### config.mk
export PLATFORM = sky130hd
export DESIGN_NAME = apea_accumulator
export DESIGN_NICKNAME = d
export VERILOG_FILES = /design/src/hdl/apea_pkg.sv /design/src/hdl/apea_accumulator.sv
export SDC_FILE = /design/constraint.sdc
export NUM_CORES = 2
export LEC_CHECK = 0
export BUFFER_PORTS_ARGS = -buffer_cell sky130_fd_sc_hd__buf_2
export CORE_MARGIN = 5
export CORE_UTILIZATION = 40
export CTS_CLUSTER_DIAMETER = 60
export DETAILED_ROUTE_END_ITERATION = 6
export PLACE_DENSITY = 0.63
export SYNTH_ARGS = -nofsm -noshare
export SYNTH_HDL_FRONTEND = slang
export SYNTH_SLANG_ARGS = --single-unit
### constraint.sdc
create_clock -name clk -period 8.05 [get_ports clk]
set_input_delay 0.4025 -clock clk [delete_from_list [all_inputs] [get_ports clk]]
set_output_delay 0.4025 -clock clk [all_outputs]
set_load 0.005 [all_outputs]
### src/hdl/apea_pkg.sv
package apea_pkg;
   // Sample and datapath widths
   localparam int SAMPLE_W = 20;
   localparam int PROD_W = 40;
   localparam int GAIN_W = 12;
   localparam int SCALED_W = 42;
   localparam int OFFSET_W = 8;
   localparam int ACTIVE_W = 26;
   localparam int WAVE_W = 24;
   localparam int ACC_W = 40;
   localparam int STATUS_W = 5;
   localparam int MODE_W = 16;
   localparam int IRQ_EN_W = 8;

   // Gain of one plus trim over 4096
   localparam int GAIN_FRAC = 12;
   localparam logic signed [13:0] GAIN_UNITY = 14'sh1000;
   // Low-pass filter pole and output scaling
   localparam int LPF_SHIFT = 10;
   localparam int ACTIVE_SHIFT = 16;
   // Offset trim has two bits below the waveform sample LSB
   localparam int OFFSET_FRAC = 2;

   // Accumulation period in master clocks
   localparam int ACC_PERIOD = 4;
   localparam logic [1:0] ACC_PERIOD_LAST = 2'(ACC_PERIOD - 1);
   // Fastest waveform rate: one sample per 128 clocks
   localparam int WAVE_BASE_DIV = 128;
   localparam int WAVE_CNT_W = 10;

   // Mode word fields
   localparam int MODE_RATE_LSB = 11;
   localparam int MODE_SRC_LSB = 13;
   localparam logic [1:0] SRC_ACTIVE_POWER = 2'h0;

   // Interrupt enable word fields
   localparam int IEN_HALF_POS = 0;
   localparam int IEN_HALF_NEG = 1;
   localparam int IEN_OVERFLOW = 2;
   localparam int IEN_UNDERFLOW = 3;
   localparam int IEN_WAVE_SAMPLE = 4;
   localparam int IEN_WAVE_SELECT = 5;

   // Status bit positions match the first enable bits
   localparam int ST_HALF_POS = 0;
   localparam int ST_HALF_NEG = 1;
   localparam int ST_OVERFLOW = 2;
   localparam int ST_UNDERFLOW = 3;
   localparam int ST_WAVE_READY = 4;

   localparam logic [ACC_W-1:0] ACC_RESET = 40'h00_0000_0000;
   localparam logic [STATUS_W-1:0] STATUS_RESET = 5'h00;

   typedef struct packed {
      logic [GAIN_W-1:0] power_gain_trim;
      logic [OFFSET_W-1:0] power_offset_trim;
      logic [MODE_W-1:0] mode;
      logic [IRQ_EN_W-1:0] irq_enable;
   } apea_cfg_type;
endpackage : apea_pkg

### src/hdl/apea_accumulator.sv
// How it works
// (RULE1) Power sample is current sample times matching voltage sample.
// (RULE2) Low-pass filter extracts dc of product as the active power.
// (RULE3) Power range scales with gain trim, least at 800h, most at 7FFh.
// (RULE4) Active power accumulates nonstop into a 40-bit energy register.
// (RULE5) Energy register takes one active power value every four clocks.
// (RULE6) Accumulation is signed; negative power lowers the energy.
// (RULE7) Source field 0,0 with waveform select puts power in sample register.
// (RULE8) Waveform rate selectable: fastest, half, quarter or eighth.
// (RULE9) Positive overflow wraps to most negative and keeps climbing.
// (RULE10) Negative underflow wraps to most positive and keeps falling.
// (RULE11) Enabled half-full or over/underflow events pull irq_n low.
// (RULE12) Signed 8-bit offset trim zeroes active power at no load.
// (RULE13) Four offset trim steps equal one waveform sample step.
// (RULE14) Gain trim is 12-bit signed, factor one plus trim over 4096.
// (RULE15) Mode bits 12:11 pick the waveform sample rate.
// (RULE16) Each new waveform sample pulls irq_n low when enabled.
// (RULE17) Offset is added after the filter, before accumulator and samples.
`timescale 1ns/1ps
`default_nettype none
module apea_accumulator
   import apea_pkg::*;
(
   input wire logic clk,
   input wire logic rst_n,
   input wire logic sample_valid,
   input wire logic signed [SAMPLE_W-1:0] current_sample,
   input wire logic signed [SAMPLE_W-1:0] voltage_sample,
   input wire apea_cfg_type cfg,
   input wire logic [STATUS_W-1:0] status_clear,
   output logic signed [ACC_W-1:0] energy_accumulator,
   output logic signed [WAVE_W-1:0] waveform_sample,
   output logic [STATUS_W-1:0] status,
   output logic irq_n
);
   logic signed [PROD_W-1:0] prod_q;
   logic signed [SCALED_W-1:0] scaled_q;
   logic signed [SCALED_W-1:0] lpf_q;
   logic signed [ACTIVE_W-1:0] active_q;
   logic signed [WAVE_W-1:0] active_wave;
   logic signed [ACC_W-1:0] acc_q;
   logic signed [ACC_W-1:0] acc_d;
   logic [1:0] acc_cnt_q;
   logic acc_step;
   logic [WAVE_CNT_W-1:0] wave_cnt_q;
   logic [WAVE_CNT_W-1:0] wave_last;
   logic wave_tick;
   logic wave_on;
   logic signed [WAVE_W-1:0] wave_q;
   logic [STATUS_W-1:0] status_q;
   logic [STATUS_W-1:0] events;
   logic irq_n_q;
   logic signed [13:0] gain_factor;
   logic signed [55:0] gain_prod;
   logic signed [SCALED_W-1:0] lpf_err;
   logic signed [ACTIVE_W-1:0] offset_ext;
   logic [1:0] top_before;
   logic [1:0] top_after;
   logic addend_neg;
   logic [STATUS_W-1:0] irq_pending;

   // Half-full crossing: bit below the sign flips inside one sign half
   function automatic logic half_cross(
      input logic [1:0] old_top,
      input logic [1:0] new_top,
      input logic neg
   );
      return (old_top == {neg, neg}) && (new_top == {neg, !neg});
   endfunction : half_cross

   // Sign leaving the addend's own half means the register wrapped
   function automatic logic wrapped(
      input logic old_sign,
      input logic new_sign,
      input logic neg
   );
      return (old_sign == neg) && (new_sign != neg);
   endfunction : wrapped

   // Product of the channel pair, taken per incoming sample
   always_ff @(posedge clk or negedge rst_n) begin
      if (!rst_n) begin
         prod_q <= '0;
      end else if (sample_valid) begin
         prod_q <= PROD_W'(current_sample)
            * PROD_W'(voltage_sample); // [RULE1]
      end
   end

   // Gain factor 4096 + trim, then drop the 12 fraction bits
   assign gain_factor = GAIN_UNITY + 14'(signed'(cfg.power_gain_trim));
   assign gain_prod = 56'(prod_q) * 56'(gain_factor); // [RULE14] [RULE3]

   always_ff @(posedge clk or negedge rst_n) begin
      if (!rst_n) begin
         scaled_q <= '0;
      end else begin
         scaled_q <= SCALED_W'(gain_prod >>> GAIN_FRAC); // [RULE3]
      end
   end

   // Single-pole low-pass: keeps the dc part of the product
   assign lpf_err = (scaled_q - lpf_q) >>> LPF_SHIFT;

   always_ff @(posedge clk or negedge rst_n) begin
      if (!rst_n) begin
         lpf_q <= '0;
      end else begin
         lpf_q <= lpf_q + lpf_err; // [RULE2]
      end
   end

   // Offset trim lines up with the two fraction bits of active power
   assign offset_ext = ACTIVE_W'(signed'(cfg.power_offset_trim)); // [RULE12]

   always_ff @(posedge clk or negedge rst_n) begin
      if (!rst_n) begin
         active_q <= '0;
      end else begin
         // [RULE17] [RULE13]
         active_q <= ACTIVE_W'(lpf_q >>> ACTIVE_SHIFT) + offset_ext;
      end
   end

   assign active_wave = WAVE_W'(active_q >>> OFFSET_FRAC); // [RULE13]

   // Accumulation strobe every four clocks
   always_ff @(posedge clk or negedge rst_n) begin
      if (!rst_n) begin
         acc_cnt_q <= '0;
      end else begin
         acc_cnt_q <= acc_step ? 2'h0 : acc_cnt_q + 2'h1; // [RULE5]
      end
   end

   assign acc_step = (acc_cnt_q == ACC_PERIOD_LAST);

   // Signed add, modulo 2^40 so it wraps both ways
   assign acc_d = acc_q + ACC_W'(active_wave); // [RULE6] [RULE9] [RULE10]

   always_ff @(posedge clk or negedge rst_n) begin
      if (!rst_n) begin
         acc_q <= ACC_RESET;
      end else if (acc_step) begin
         acc_q <= acc_d; // [RULE4] [RULE5]
      end
   end

   // Waveform sample timer, base period shifted by the rate field
   assign wave_last = WAVE_CNT_W'((WAVE_BASE_DIV
      << cfg.mode[MODE_RATE_LSB +: 2]) - 1); // [RULE8] [RULE15]
   assign wave_tick = (wave_cnt_q >= wave_last);
   assign wave_on = (cfg.mode[MODE_SRC_LSB +: 2] == SRC_ACTIVE_POWER)
      && cfg.irq_enable[IEN_WAVE_SELECT]; // [RULE7]

   always_ff @(posedge clk or negedge rst_n) begin
      if (!rst_n) begin
         wave_cnt_q <= '0;
      end else begin
         wave_cnt_q <= wave_tick ? '0 : wave_cnt_q + WAVE_CNT_W'(1); // [RULE8]
      end
   end

   always_ff @(posedge clk or negedge rst_n) begin
      if (!rst_n) begin
         wave_q <= '0;
      end else if (wave_tick && wave_on) begin
         wave_q <= active_wave; // [RULE7]
      end
   end

   // Top two bits before and after the step, and the addend's sign
   assign top_before = acc_q[ACC_W-1 -: 2];
   assign top_after = acc_d[ACC_W-1 -: 2];
   assign addend_neg = active_wave[WAVE_W-1];

   // Events: half-full crossings and wraps on accumulate steps, sample ready on each wave tick while wave_on
   always_comb begin
      events = '0;
      if (acc_step) begin
         events[ST_HALF_POS] = half_cross(top_before, top_after, 1'b0);
         events[ST_HALF_NEG] = half_cross(top_before, top_after, 1'b1);
         events[ST_OVERFLOW] = !addend_neg
            && wrapped(top_before[1], top_after[1], 1'b0); // [RULE9]
         events[ST_UNDERFLOW] = addend_neg
            && wrapped(top_before[1], top_after[1], 1'b1); // [RULE10]
      end
      events[ST_WAVE_READY] = wave_tick && wave_on; // [RULE16]
   end

   // One sticky flag per bit; a new event wins over a same-cycle clear
   for (genvar i = 0; i < STATUS_W; i++) begin : g_status
      always_ff @(posedge clk or negedge rst_n) begin
         if (!rst_n) begin
            status_q[i] <= STATUS_RESET[i];
         end else if (events[i]) begin
            status_q[i] <= 1'b1;
         end else if (status_clear[i]) begin
            status_q[i] <= 1'b0;
         end
      end
   end

   // Flags that are both set and enabled hold the interrupt
   assign irq_pending = status_q & cfg.irq_enable[STATUS_W-1:0];

   always_ff @(posedge clk or negedge rst_n) begin
      if (!rst_n) begin
         irq_n_q <= 1'b1;
      end else begin
         // [RULE11] [RULE16]
         irq_n_q <= !(|irq_pending);
      end
   end

   assign energy_accumulator = acc_q;
   assign waveform_sample = wave_q;
   assign status = status_q;
   assign irq_n = irq_n_q;
endmodule : apea_accumulator
`default_nettype wire

# Yosys cells after proc, flatten, opt, wreduce, memory -nomap -nowiden
# Cells that the tools add are included.
# word_totals
register_bits,232
in_bits,92
wordCells,64
# op_classes
add_sub_neg,8
multipliers,2
order_cmp,1
n_eq_ne,4
n_shift,1
n_mux,13
n_bitwise,3
n_reduce_logical,18
# op_table
op,n
multiplier 40 x 14 -> 54 bit,1
adder 42 x 32 -> 42 bit,1
subtractor 42 bit,1
adder 40 x 24 -> 40 bit,1
multiplier 20 x 20 -> 40 bit,1
adder 26 x 8 -> 26 bit,1
adder 14 x 12 -> 14 bit (first input constant),1
adder 10 x 1 -> 10 bit (second input constant),1
greater-or-equal comparator 10 bit,1
two-way mux 1 bit,10
two-way mux 10 bit,1
nonzero test 2 bit,5
left shift 8 x 2 -> 10 bit (first input constant),1
subtractor 10 x 2 -> 10 bit (second input constant),1
logical AND 1 bit,8
equality test 2 bit (second input constant),3
bitwise AND 5 bit,1
OR reduction 5 bit,1
zero test 2 bit,2
two-way mux 4 bit,1
adder 2 x 1 -> 2 bit (second input constant),1
equality test 2 x 1 -> 1 bit (second input constant),1
zero test 1 bit,2
two-way mux 2 bit,1
NOT 1 bit,2

# Depth between registers and ports, before layout
# depth
word_depth,6
ltp_mapped,27

# Worst setup path after synthesis
# No wires, ideal clock.
# synth_timing
path_kind,in2reg
start,input port voltage_sample[2]
end,register prod_q[35]
arrival_ns,6.850
required_ns,7.925
path_slack_ns,1.075
cell_stages,26
cell_sequence,clkbuf_1 > and2_1 > fa_1 > fa_1 > inv_1 > fa_1 > inv_1 > fa_1 > inv_1 > fa_1 > inv_1 > fa_1 > inv_1 > fa_1 > inv_1 > ha_1 > nand2_1 > o21ai_0 > a2111oi_2 > o21ai_1 > a211o_1 > a31o_1 > a221o_1 > or2_1 > xor2_1 > mux2_4
# synth_between
elab_chain_cells,1
# synth_rtl
element,line,source
from (decl),apea_accumulator.sv:28,"input wire logic signed [SAMPLE_W-1:0] voltage_sample,"
multiplier 20 x 20 -> 40 bit,apea_accumulator.sv:86,* PROD_W'(voltage_sample);
to (signal assigned),apea_accumulator.sv:85,prod_q <= PROD_W'(current_sample)
to (decl),apea_accumulator.sv:36,logic signed [PROD_W-1:0] prod_q;
# No other way between the ends.
# A chain may end at the register's enable or synchronous reset.

# Worst setup path after layout
# layout_timing
start,register prod_q[8]
end,register scaled_q[41]
# layout_between
elab_chain_cells,1
# layout_rtl
element,line,source
multiplier 40 x 14 -> 54 bit,apea_accumulator.sv:92,assign gain_prod = 56'(prod_q) * 56'(gain_factor);
via gain_prod[53],apea_accumulator.sv:54,logic signed [55:0] gain_prod;
to (signal assigned),apea_accumulator.sv:98,scaled_q <= SCALED_W'(gain_prod >>> GAIN_FRAC);
to (decl),apea_accumulator.sv:37,logic signed [SCALED_W-1:0] scaled_q;
# The timed path passes the listed nets, and every way through them passes these cells.

==> impl_metrics.yaml <==
synth:
  synth_cells: 4777
  synth_seq_cells: 230
  synthFlopType: "dfrtp_1"
  async_reset_ff_share_pct: 100
  ys.warnings.count: 0
  synth_seq_area_share_pct: 12.7
  ys_types: 75
  synth_edf_count: 0
  syn_area_mm2: 0.0452
  syn_avg_cell_area_um2: 9.47
  syn-num-nets: 6131
cts:
  cts_buffers: 30
  cts_tree: "built"
  cts_root_buffer: "clkbuf_16"
  h-tree-depth: 1
  clk_latency_ns: 0.61
  cts_max_path_buffers: 3
  clk_pin_slew_ns: 0.06
  cts_setup_buffers: 0
  cts.sinks: 230
min_path:
  min_path_type: "in -> reg"
  whs_endpoint: "status[0]$_DFFE_PN0P_"
  min_path_cells: 3
  hp-start: "status_clear[0]"
placement:
  portBuffers: 147
  hpwl_um: 84400
  gp_congestion: 0.866
drt:
  viasPerCell: 5.01
  vias: 31700
  ant_nets: 0
  drtPass1Iterations: 6
  finalWirelength_um: 104000
  drc: 0
  wire_per_inst_um: 16.5
  drt-initial-drc-count: 1428
timing:
  period_share_pct: 89.9
  fmaxAchievable_mhz: 138
  relSlewSlack_pct: 22.8
  rsz0062_at_grt: "no"
  finalMaxSlewViolations: 0
  finalSetupViolCount: 0
  clock_skew_ns: 0.0197
  fin_tns_setup_ns: 0
  hold_viol: 0
  period_minus_slack_ns: 7.23
  tightest_slew_ns: 1.16
global_route:
  antenna_found_initial: 5
  grt_max_degree: 109
  globalRoute.totalOverflow: 0
  grt_pass1_wl_um: 179000
  grt_pass1_vias: 34700
  grtUsageTotal_pct: 17.9
floorplanning:
  die-height_um: 346
  coreArea_mm2: 0.112
  chipWidth_um: 346
  initial_core_util_pct: 40.2
  ioPinCount: 162
  num_rows: 123
  die-area_mm2: 0.120
worst_setup_path:
  required_ns: 8.58
  crit_type: "reg -> reg"
  regToRegStartpoint: "prod_q[8]$_DFFE_PN0P_"
  arrival_ns: 7.76
  endpoint_kind: "flip-flop"
  startpoint_type: "flip-flop"
  ff2ff_setup_slack_ns: 0.82
  worstReg2RegEnd: "scaled_q[41]$_DFF_PN0_"
  worstPathMaxFanout: 14
  worstRegToRegCells: 20
status:
  status: "finished, final reports clean"
layout:
  ff_latch_area_mm2: 0.00576
  syn2layout_area_growth_pct: 7.18
  nNetsFinal: 6149
  multiInputGateArea_mm2: 0.0353
  drive_above_1_share_pct: 7.91
  fillerInstances: 10900
job:
  drv_cap: 0
sequential cells by signal (all words and copies together), names as in the netlist:
register and flops:
lpf_q 42, scaled_q 42, energy_accumulator 40, prod_q 40, active_q 24, waveform_sample 24, wave_cnt_q 10, status 5
acc_cnt_q 2, irq_n 1
cell usage after synthesis, drive strengths merged, types with 10 or more instances:
cell type / n / share of area (%)
nor2: 148 / 1.2
xnor2: 137 / 2.7
xor2: 69 / 1.3
nand2: 538 / 4.5
clkbuf: 200 / 1.7
nor2b: 26 / 0.36
and3: 25 / 0.35
and2: 375 / 5.2
fa: 849 / 38
ha: 413 / 11
a31o: 10 / 0.19
a31oi: 15 / 0.21
nand4: 23 / 0.32
a21oi: 162 / 1.8
a21o: 100 / 1.7
inv: 915 / 7.6
mux2: 123 / 3.1
nand2b: 25 / 0.35
a211oi: 23 / 0.39
nor3: 46 / 0.51
o21a: 43 / 0.71
dfrtp: 229 / 13
o21bai: 31 / 0.51
nand3: 34 / 0.38
o21ai: 84 / 0.93
repair_timing:
item | 4_1_cts | 5_1_grt
endpoints found under the hold margin | 110 | 0
gates resized for setup | 0 | 0
hold buffers | 7 | 0
cell type report:
cell class | instances | area share, %
inverter | 917 | 7.10
multi-input combinational | 3426 | 72.7
clock buffer | 38 | 1.63
sequential | 230 | 11.9
tap | 1500 | 3.87
timing repair buffer | 190 | 2.24
antenna | 5 | 0.0258
clock inverter | 18 | 0.506
metal layers:
| layer | vias up | GRT usage, % | routed length, µm | part of all wire (%) |
|---|---|---|---|---|
| met5 | - | 0 | 0 | 0 |
| li1 | 14900 | - | - | - |
| met4 | 0 | 5.15 | 3110 | 3.0 |
| met2 | 641 | 30.5 | 49800 | 48 |
| met3 | 153 | 1.85 | 4190 | 4.0 |
| met1 | 16000 | 24.5 | 47200 | 45 |
how the worst max path moves through the flow:
| stage | to | slack, ns | cells after the start | startpoint |
|---|---|---|---|---|
| global placement | prod_q[35]$_DFFE_PN0P_ | 0.37 | 22 | voltage_sample[2] |
| floorplan | prod_q[35]$_DFFE_PN0P_ | 1.08 | 26 | voltage_sample[2] |
| global route | scaled_q[41]$_DFF_PN0_ | 0.42 | 20 | prod_q[8]$_DFFE_PN0P_ |
| CTS | scaled_q[41]$_DFF_PN0_ | 0.80 | 20 | prod_q[8]$_DFFE_PN0P_ |
| detailed placement | prod_q[35]$_DFFE_PN0P_ | 0.33 | 22 | voltage_sample[2] |
| finish | scaled_q[41]$_DFF_PN0_ | 0.82 | 20 | prod_q[8]$_DFFE_PN0P_ |
placed cells by master (no fill, tap or decap), drive strengths merged, types with 25 or more instances in the layout:
cell      n
o21ai    84
ha      413
a21o    100
clkbuf   38
nor2b    26
nor3     46
buf     183
nand2   538
xor2     69
xnor2   137
and3     25
nor2    148
a21oi   162
nand2b   25
fa      849
and2    375
o21a     43
mux2    123
nand3    34
o21bai   31
dfrtp   229
inv     918
metrics by stage:
step	util, %	instances	hold slack (ns)	worst slack [ns]	cell area (µm²)
after CTS	43.1	6319	0.0327	0.804	48500
after detailed placement	42.1	6256	0.425	0.329	47300
final	43.1	6324	0.0779	0.816	48500
after floorplan	-	4777	0.107	1.08	45200
after global routing	43.1	6323	0.0691	0.419	48500
after global placement	42.1	6256	0.418	0.369	47300
cell families (layout without fill, tap and decap cells):
family                   after synthesis  after routing  synth area share, %
adder cells (fa/ha/maj)             1262           1262                 49.0
multiplexers                         124            124                 3.09
flip-flops                           230            230                 12.7
other                                  1              6              0.00829
AO/OA/AOI/OAI                        552            552                 8.07
XOR/XNOR                             206            206                 3.99
buffers and inverters               1121           1163                 9.31
AND/OR/NAND/NOR                     1281           1281                 13.8
worst max-delay path: stages, from the launching register on:
cell       delay, ns
dfrtp_1         0.74
nand2_1         0.17
fa_1            0.56
inv_1           0.05
fa_1            0.45
fa_1            0.51
inv_1           0.05
fa_1            0.53
inv_1           0.05
fa_1            0.50
fa_1            0.44
ha_1            0.32
o2111ai_1       0.13
o21ai_1         0.34
nor4b_1         0.50
o2111ai_1       0.35
a21oi_1         0.43
o31a_1          0.28
a21oi_2         0.13
o41ai_1         0.46
xnor2_1         0.16
Power is left out: the tool's default activity adds up to more than one toggle a clock period on the data nets, which glitch-free logic cannot reach.
